### src/rtl/dmx_pkg.sv
// Package of constants and carrier types for the data-move executor
package dmx_pkg;
  // ---------------------------------------------------------------
  // Encodings
  // ---------------------------------------------------------------
  localparam logic [3:0] OPC_MOVE_SRC = 4'hC;   // 1100, first word
  localparam logic [3:0] OPC_MOVE_DST = 4'hF;   // 1111, second word
  localparam logic [7:0] OPC_BANK_LOAD = 8'h01; // 0000 0001
  localparam logic [7:0] OPC_WORK_LOAD = 8'h0E; // 0000 1110
  localparam logic [6:0] OPC_WORK_STORE = 7'h37; // 0110 111
  localparam int ACC_BIT = 8;

  // ---------------------------------------------------------------
  // Data space layout
  // ---------------------------------------------------------------
  localparam int ADDR_W = 12;
  localparam int DATA_W = 8;
  localparam logic [ADDR_W-1:0] WORK_ADDR = 12'hFE8;    // Working register location
  localparam logic [ADDR_W-1:0] STAT_ADDR = 12'hFD8;    // Flag register location
  localparam logic [ADDR_W-1:0] PCL_ADDR = 12'hFF9;
  localparam logic [ADDR_W-1:0] STACK_TOP_LOW_ADDR = 12'hFFD;
  localparam logic [ADDR_W-1:0] STACK_TOP_HIGH_ADDR = 12'hFFE;
  localparam logic [ADDR_W-1:0] STACK_TOP_UPPER_ADDR = 12'hFFF;
  localparam logic [7:0] ACC_SPLIT = 8'h80;             // Low access half ends below this
  localparam logic [3:0] ACC_HI_BANK = 4'hF;
  localparam logic [3:0] ACC_LO_BANK = 4'h0;
  localparam logic [7:0] BANK_RST = 8'h00;
  localparam logic [7:0] WORK_RST = 8'h00;
  localparam logic [7:0] STAT_RST = 8'h00;

  // Instruction word with a qualifier
  typedef struct packed {
    logic valid;
    logic [15:0] word;
  } dmx_instr_t;

  // Data memory write request
  typedef struct packed {
    logic we;
    logic [ADDR_W-1:0] addr;
    logic [DATA_W-1:0] data;
  } dmx_wr_t;

  typedef enum logic [1:0] {
    ST_IDLE = 2'b00,
    ST_DEST = 2'b01,
    ST_HOLD = 2'b11
  } dmx_state_t;
endpackage : dmx_pkg

### src/rtl/dmx_exec.sv
// Decode and execute logic for four data-move instructions
`timescale 1ns/1ps
module dmx_exec (
  input wire logic clock,
  input wire logic srst,
  input wire dmx_pkg::dmx_instr_t instr,
  input wire logic stall,
  input wire logic [dmx_pkg::DATA_W-1:0] rd_data,
  output logic rd_en,
  output logic [dmx_pkg::ADDR_W-1:0] rd_addr,
  output dmx_pkg::dmx_wr_t wr,
  output logic [dmx_pkg::DATA_W-1:0] work_reg,
  output logic [dmx_pkg::DATA_W-1:0] bank_select_reg,
  output logic [dmx_pkg::DATA_W-1:0] status_reg,
  output logic busy,
  output logic illegal_dest
);
  import dmx_pkg::*;

  dmx_state_t state_q;
  logic [DATA_W-1:0] src_byte_q;
  logic src_is_work_q;
  logic [ADDR_W-1:0] dst_addr_d;
  logic [ADDR_W-1:0] file_addr_d;
  logic [DATA_W-1:0] move_byte_d;
  logic is_move_src;
  logic is_move_dst;
  logic is_bank_load;
  logic is_work_load;
  logic is_work_store;
  logic [15:0] w;

  // ---------------------------------------------------------------
  // Decode
  // ---------------------------------------------------------------
  // Every decode is gated by the state, so a stray word in mid-move does nothing
  assign w = instr.word;
  assign is_move_src = instr.valid && state_q == ST_IDLE && w[15:12] == OPC_MOVE_SRC;
  // The second word is taken in the wait state too, once the stall lifts
  assign is_move_dst = instr.valid && (state_q == ST_DEST || state_q == ST_HOLD)
                       && w[15:12] == OPC_MOVE_DST;
  assign is_bank_load = instr.valid && state_q == ST_IDLE && w[15:8] == OPC_BANK_LOAD;
  assign is_work_load = instr.valid && state_q == ST_IDLE && w[15:8] == OPC_WORK_LOAD;
  assign is_work_store = instr.valid && state_q == ST_IDLE && w[15:9] == OPC_WORK_STORE;

  // Banked target of the store; access bank splits low RAM and top SFRs
  always_comb begin
    if (w[ACC_BIT]) begin
      file_addr_d = {bank_select_reg[3:0], w[7:0]};
    end else if (w[7:0] < ACC_SPLIT) begin
      file_addr_d = {ACC_LO_BANK, w[7:0]};
    end else begin
      file_addr_d = {ACC_HI_BANK, w[7:0]};
    end
  end

  // Destination is the full 12-bit field, bank select plays no part
  assign dst_addr_d = w[ADDR_W-1:0];
  // Working register is not in the memory, so a move from it uses the live value.
  // Read data is used straight from the port while rd_en stands; a stalled move
  // falls back to the captured copy, since the memory may drive something else then.
  assign move_byte_d = src_is_work_q ? work_reg : (rd_en ? rd_data : src_byte_q);

  // ---------------------------------------------------------------
  // Move sequencer
  // ---------------------------------------------------------------
  // Stall parks the move in the wait state, giving the three-cycle case.
  // The wait state still takes the second word as soon as the stall lifts,
  // so one stalled cycle costs exactly one extra instruction cycle.
  always_ff @(posedge clock) begin
    if (srst) begin
      state_q <= ST_IDLE;
    end else begin
      unique case (state_q)
        ST_IDLE: begin
          if (is_move_src) begin
            state_q <= ST_DEST;
          end
        end
        ST_DEST: begin
          if (stall) begin
            state_q <= ST_HOLD;
          end else if (is_move_dst) begin
            state_q <= ST_IDLE;
          end
        end
        ST_HOLD: begin
          if (!stall && is_move_dst) begin
            state_q <= ST_IDLE;
          end else if (!stall) begin
            state_q <= ST_DEST;
          end
        end
        default: begin
          state_q <= ST_IDLE;
        end
      endcase
    end
  end

  // Source read issued in the cycle after the first word; the byte is on rd_data while rd_en stands.
  // The working register is not in the memory, so no read is issued for it.
  always_ff @(posedge clock) begin
    if (srst) begin
      rd_en <= 1'b0;
      rd_addr <= '0;
      src_is_work_q <= 1'b0;
    end else begin
      rd_en <= is_move_src && w[ADDR_W-1:0] != WORK_ADDR;
      if (is_move_src) begin
        rd_addr <= w[ADDR_W-1:0];
        src_is_work_q <= w[ADDR_W-1:0] == WORK_ADDR;
      end
    end
  end

  // Keep the read byte for a move whose second word is held back by a stall;
  // an unstalled move whose second word follows at once never waits for this copy
  always_ff @(posedge clock) begin
    if (srst) begin
      src_byte_q <= '0;
    end else if (rd_en) begin
      src_byte_q <= rd_data;
    end
  end

  // ---------------------------------------------------------------
  // Write port
  // ---------------------------------------------------------------
  // Unsupported move targets are dropped and flagged, not written.
  // Working and flag register targets stay inside the block, so the
  // memory never sees a write that would shadow them.
  always_ff @(posedge clock) begin
    if (srst) begin
      wr <= '0;
      illegal_dest <= 1'b0;
    end else begin
      wr.we <= 1'b0;
      illegal_dest <= 1'b0;
      if (is_move_dst && !stall) begin
        if (dst_addr_d == PCL_ADDR || dst_addr_d == STACK_TOP_LOW_ADDR || dst_addr_d == STACK_TOP_HIGH_ADDR
            || dst_addr_d == STACK_TOP_UPPER_ADDR) begin
          illegal_dest <= 1'b1;
        end else if (dst_addr_d != WORK_ADDR && dst_addr_d != STAT_ADDR) begin
          wr.we <= 1'b1;
          wr.addr <= dst_addr_d;
          wr.data <= move_byte_d;
        end
      end else if (is_work_store) begin
        if (file_addr_d != WORK_ADDR && file_addr_d != STAT_ADDR) begin
          wr.we <= 1'b1;
          wr.addr <= file_addr_d;
          wr.data <= work_reg;
        end
      end
    end
  end

  // ---------------------------------------------------------------
  // Core registers
  // ---------------------------------------------------------------
  // Working register: literal load or an explicit move into it.
  // A store aimed at its own address would copy it onto itself, so it is left out.
  always_ff @(posedge clock) begin
    if (srst) begin
      work_reg <= WORK_RST;
    end else if (is_work_load) begin
      work_reg <= w[7:0];
    end else if (is_move_dst && !stall && dst_addr_d == WORK_ADDR) begin
      work_reg <= move_byte_d;
    end
  end

  // Bank select register
  // Only the low nibble reaches an address; the full byte is kept as loaded
  always_ff @(posedge clock) begin
    if (srst) begin
      bank_select_reg <= BANK_RST;
    end else if (is_bank_load) begin
      bank_select_reg <= w[7:0];
    end
  end

  // Flags change only when named as the explicit target
  // Nothing here computes a result, so no flag is ever derived from data
  always_ff @(posedge clock) begin
    if (srst) begin
      status_reg <= STAT_RST;
    end else if (is_move_dst && !stall && dst_addr_d == STAT_ADDR) begin
      status_reg <= move_byte_d;
    end else if (is_work_store && file_addr_d == STAT_ADDR) begin
      status_reg <= work_reg;
    end
  end

  // Busy while the second move word is awaited
  // Tracks the sequencer being out of idle, so it also covers the wait state
  always_ff @(posedge clock) begin
    if (srst) begin
      busy <= 1'b0;
    end else begin
      busy <= is_move_src || (state_q != ST_IDLE && !(is_move_dst && !stall));
    end
  end
endmodule : dmx_exec

### config.mk
export PLATFORM = sky130hd
export DESIGN_NAME = dmx_exec
export DESIGN_NICKNAME = d
export VERILOG_FILES = /design/src/rtl/dmx_pkg.sv /design/src/rtl/dmx_exec.sv
export SDC_FILE = /design/constraint.sdc
export NUM_CORES = 1
export LEC_CHECK = 0
export BUFFER_PORTS_ARGS = -buffer_cell sky130_fd_sc_hd__buf_4
export CORE_ASPECT_RATIO = 0.75
export CORE_MARGIN = 1.5
export CORE_UTILIZATION = 55
export DETAILED_ROUTE_END_ITERATION = 7
export HOLD_SLACK_MARGIN = 0.02
export PLACE_DENSITY_LB_ADDON = 0.15
export SYNTH_ARGS = -nofsm -noshare
export SYNTH_HDL_FRONTEND = slang
export SYNTH_SLANG_ARGS = --single-unit
### constraint.sdc
create_clock -name clock -period 4.4 [get_ports clock]
set_clock_uncertainty 0.05 [all_clocks]
set_input_delay 0.22 -clock clock [delete_from_list [all_inputs] [get_ports clock]]
set_output_delay 0.22 -clock clock [all_outputs]
set_load 0.005 [all_outputs]
==> impl_summary.txt <==
----------------------------------------------------
[Timing]
  Max-slew violation total from the final report ... 0
  Post-layout worst setup margin ... 1.73 ns
  Relative slew slack ... 43.3%
  Least-Margin Pin Slew ... 0.848 ns
  Count of final hold-check violations ... 0
  Setup repair after global routing missed its margin ... false
  Setup_tns ... 0 ns
  Max Freq ... 375 MHz
  Final hold slack ... 0.103 ns
  Final Cycle Share ... 60.7%
  Setup Viol. Count Final ... 0
  Post-layout minimum cycle time ... 2.67 ns

[Placement]
  Port buffer count ... 87
  Final weighted congestion in routability-driven placement ... 0.843
  Setup WS pre-CTS ... 1.84 ns
  Cell total after placement ... 484
  HPWL reported at the end of detailed placement ... 5.88 mm
  Post-Place Cell Area ... 3720 sq um

[Logic synthesis]
  Most frequent cell after synthesis ... sky130_fd_sc_hd__dfxtp_1
  Post-synth top flop ... sky130_fd_sc_hd__dfxtp_1
  Synth Net Count ... 374
  Sequential cell area fraction in the yosys report ... 46.2%
  Main area contributors after synthesis ... sky130_fd_sc_hd__dfxtp_1 46%, sky130_fd_sc_hd__a21oi_1 5.9%, sky130_fd_sc_hd__mux2_2 5.9%
  Async set-reset flop share out of synthesis ... 0%
  Count of flip-flops with a built-in enable after synthesis ... 0
  Cell area after synthesis ... 3080 sq um
  Cells after synthesis ... 346
  Syn. warnings ... 0
  Flops & latches, synth ... 71
  Portion of synthesized cell area occupied by the leading cell type ... 46.2%
  Post-synthesis cell type count ... 41
  Post-synthesis area per instance ... 8.90 sq um
  Most frequent cells after synthesis ... 71 x sky130_fd_sc_hd__dfxtp_1, 43 x sky130_fd_sc_hd__nand2_1, 36 x sky130_fd_sc_hd__a21oi_1
  Largest area contributor in the netlist ... sky130_fd_sc_hd__dfxtp_1

[Route]
  First DRT Iteration DRCs ... 283
  Via density per instance ... 5.96
  Antenna violation net count after detailed routing ... 0
  Overall via count from detail_route ... 2972
  Router iterations before antenna repair ... 5
  Routed wire length ... 8.59 mm
  Total DRC errors in the routed layout ... 0
  Post-DR wirelength/cell ... 17.2 um

[Final layout]
  Non-Filler Instances ... 499
  Filler Cells Inserted ... 432
  Antenna diodes ... 0
  Register with the highest flop count ... wr
  Post-layout utilization of the core ... 73.7%
  Final layout net count ... 448
  Share of layout cells above drive strength 1 ... 29.0%
  Multi-input gate area in the final layout ... 1530 sq um
  Sequential cell area ... 1420 sq um
  Largest registers ... wr: 21 flops, rd_addr: 12 flops
  Cell area after layout ... 3970 sq um
  Synthesis-to-layout area growth ... 28.9%
  Max reg flops ... 21

[Critical path]
  Largest stage delay on the critical path ... 0.72 ns
  CP max FO ... 21
  Type of destination of the critical path ... flop
  Worst-case register-to-register setup slack ... 1.73 ns
  Crit start category ... flop
  Arr. time, crit path ... 2.83 ns
  Worst reg-to-reg path cell count ... 5
  Worst path buffer plus inverter count ... 0
  CP Cell Sequence ... nand3_1, or4b_2, nand3b_1, nand4_1, o211ai_1
  Crit path kind ... flop to flop
  Critical path's slowest cell ... sky130_fd_sc_hd__or4b_2
  Data required time at the worst endpoint ... 4.56 ns
  Crit Reg-Reg Startpoint ... state_q[0]
  Reg-to-Reg End ... wr[17]
  Critical path's top delay family ... simple AND/OR/NAND/NOR gates

[Worst hold path]
  Type of the worst min-delay path ... primary input to flop
  Hold path start ... stall
  Hold Path Sink ... state_q[1]
  WHS Path Cells ... 3

[Clock tree]
  Number of cells upsized or downsized after cts ... 0
  Latest clock arrival within the worst-skew pair ... 0.35 ns
  Clock tree from TritonCTS ... done
  CTS sink cnt ... 71
  # Post-CTS Setup Buffers ... 0
  Count of H-tree levels built during CTS ... 3
  Worst-path clk slew ... 0.07 ns
  Number of hold-repair buffers added at the cts stage ... 0
  Maximum clock insertion buffer count ... 2
  TritonCTS Buffers ... 9
  CTS Root Cell ... sky130_fd_sc_hd__clkbuf_8

[Global routing]
  Maximum number of pins on one net before global-route repair ... 52
  Vias in the first global route ... 2585
  Grt ovf ... 0
  Wire length of the first global-routing pass ... 13.5 mm
  Global routing usage summed across all routing layers ... 30.3%
  Initial antenna violation count ... 0

[Power and ir drop]
  Peak VDD IR ... 0.340 mV
  Cell area power density ... 342 nW/um^2
  Overall power after layout ... 1.36 mW
  Reported leakage power ... 1.73 nW

[Floorplan]
  Core footprint ... 5380 sq um
  IO Count ... 88
  Effective utilization at floorplan ... 57.2%
  Die boundary height ... 67.8 um
  Horizontal die dimension ... 89.4 um
  Placement row count ... 23
  Die area ... 6060 sq um

[Job]
  Maximum Capacitance Violations ... 0

[Status]
  Result of the run ... completed

----------------------------------------------------
## logic make-up after synthesis
kind of cell	synth area share, %
AO/OA/AOI/OAI	15.9
XOR/XNOR	0.285
buffers and inverters	4.06
flip-flops	46.2
multiplexers	11.4
AND/OR/NAND/NOR	22.2
## per-layer routing
layer | GRT usage (%) | vias to the layer above | wire [um]
met3 | 9.29 | 17 | 748
met1 | 44.2 | 1399 | 4100
met2 | 42.5 | 146 | 3600
li1 | - | 1410 | -
met4 | 9.62 | 0 | 137
met5 | 0 | - | 0
## cells in the final DEF (no fill, tap or decap), drive strengths merged, types with 3 or more instances in the layout
cell,netlist,routed
or4,4,4
buf,6,89
or3,3,3
o21ai,9,9
a211oi,8,8
mux2,16,16
or4b,3,3
nand2b,3,3
o211ai,4,4
nor3,5,5
a22oi,16,16
a21oi,36,36
nand3,20,20
nor4,3,3
and2,8,8
nand4,16,16
nand2,43,43
clkbuf,20,10
nor2,19,19
bufinv,0,3
dfxtp,71,71
mux2i,17,17
## worst max path at each step
| stage | from | endpoint | slack (ns) | depth (start not counted) |
|---|---|---|---|---|
| global route | state_q[0] | wr[17] | 1.64 | 5 |
| detailed placement | instr[0] | wr[19] | 1.84 | 6 |
| floorplan | state_q[0] | bank_select_reg[3] | 2.13 | 6 |
| CTS | state_q[0] | wr[17] | 1.79 | 5 |
| global placement | state_q[0] | bank_select_reg[7] | 1.90 | 5 |
| finish | state_q[0] | wr[17] | 1.73 | 5 |
## area by class of cell
cell class,instances,area share (%)
well taps,75,2.37
inverters,2,0.189
repair buffers,89,16.8
clock buffers,10,3.47
clock inverters,5,2.68
flip-flops and latches,71,35.8
multi-input cells,247,38.6
## report_power, final
part	leakage, nW	switching [mW]	internal, mW
combinational	1.03	0.0417	0.0289
clock	0.119	0.250	0.390
sequential	0.572	0.00261	0.646
## worst register-to-register path, delay by kind of cell (launching register included)
| family | cells | cell delay (ns) |
|---|---|---|
| and+or+nand+nor | 4 | 1.88 |
| AOI/OAI and AO/OA | 1 | 0.16 |
| DFF | 1 | 0.45 |
Note: power is estimated with default switching activity, not from simulation.
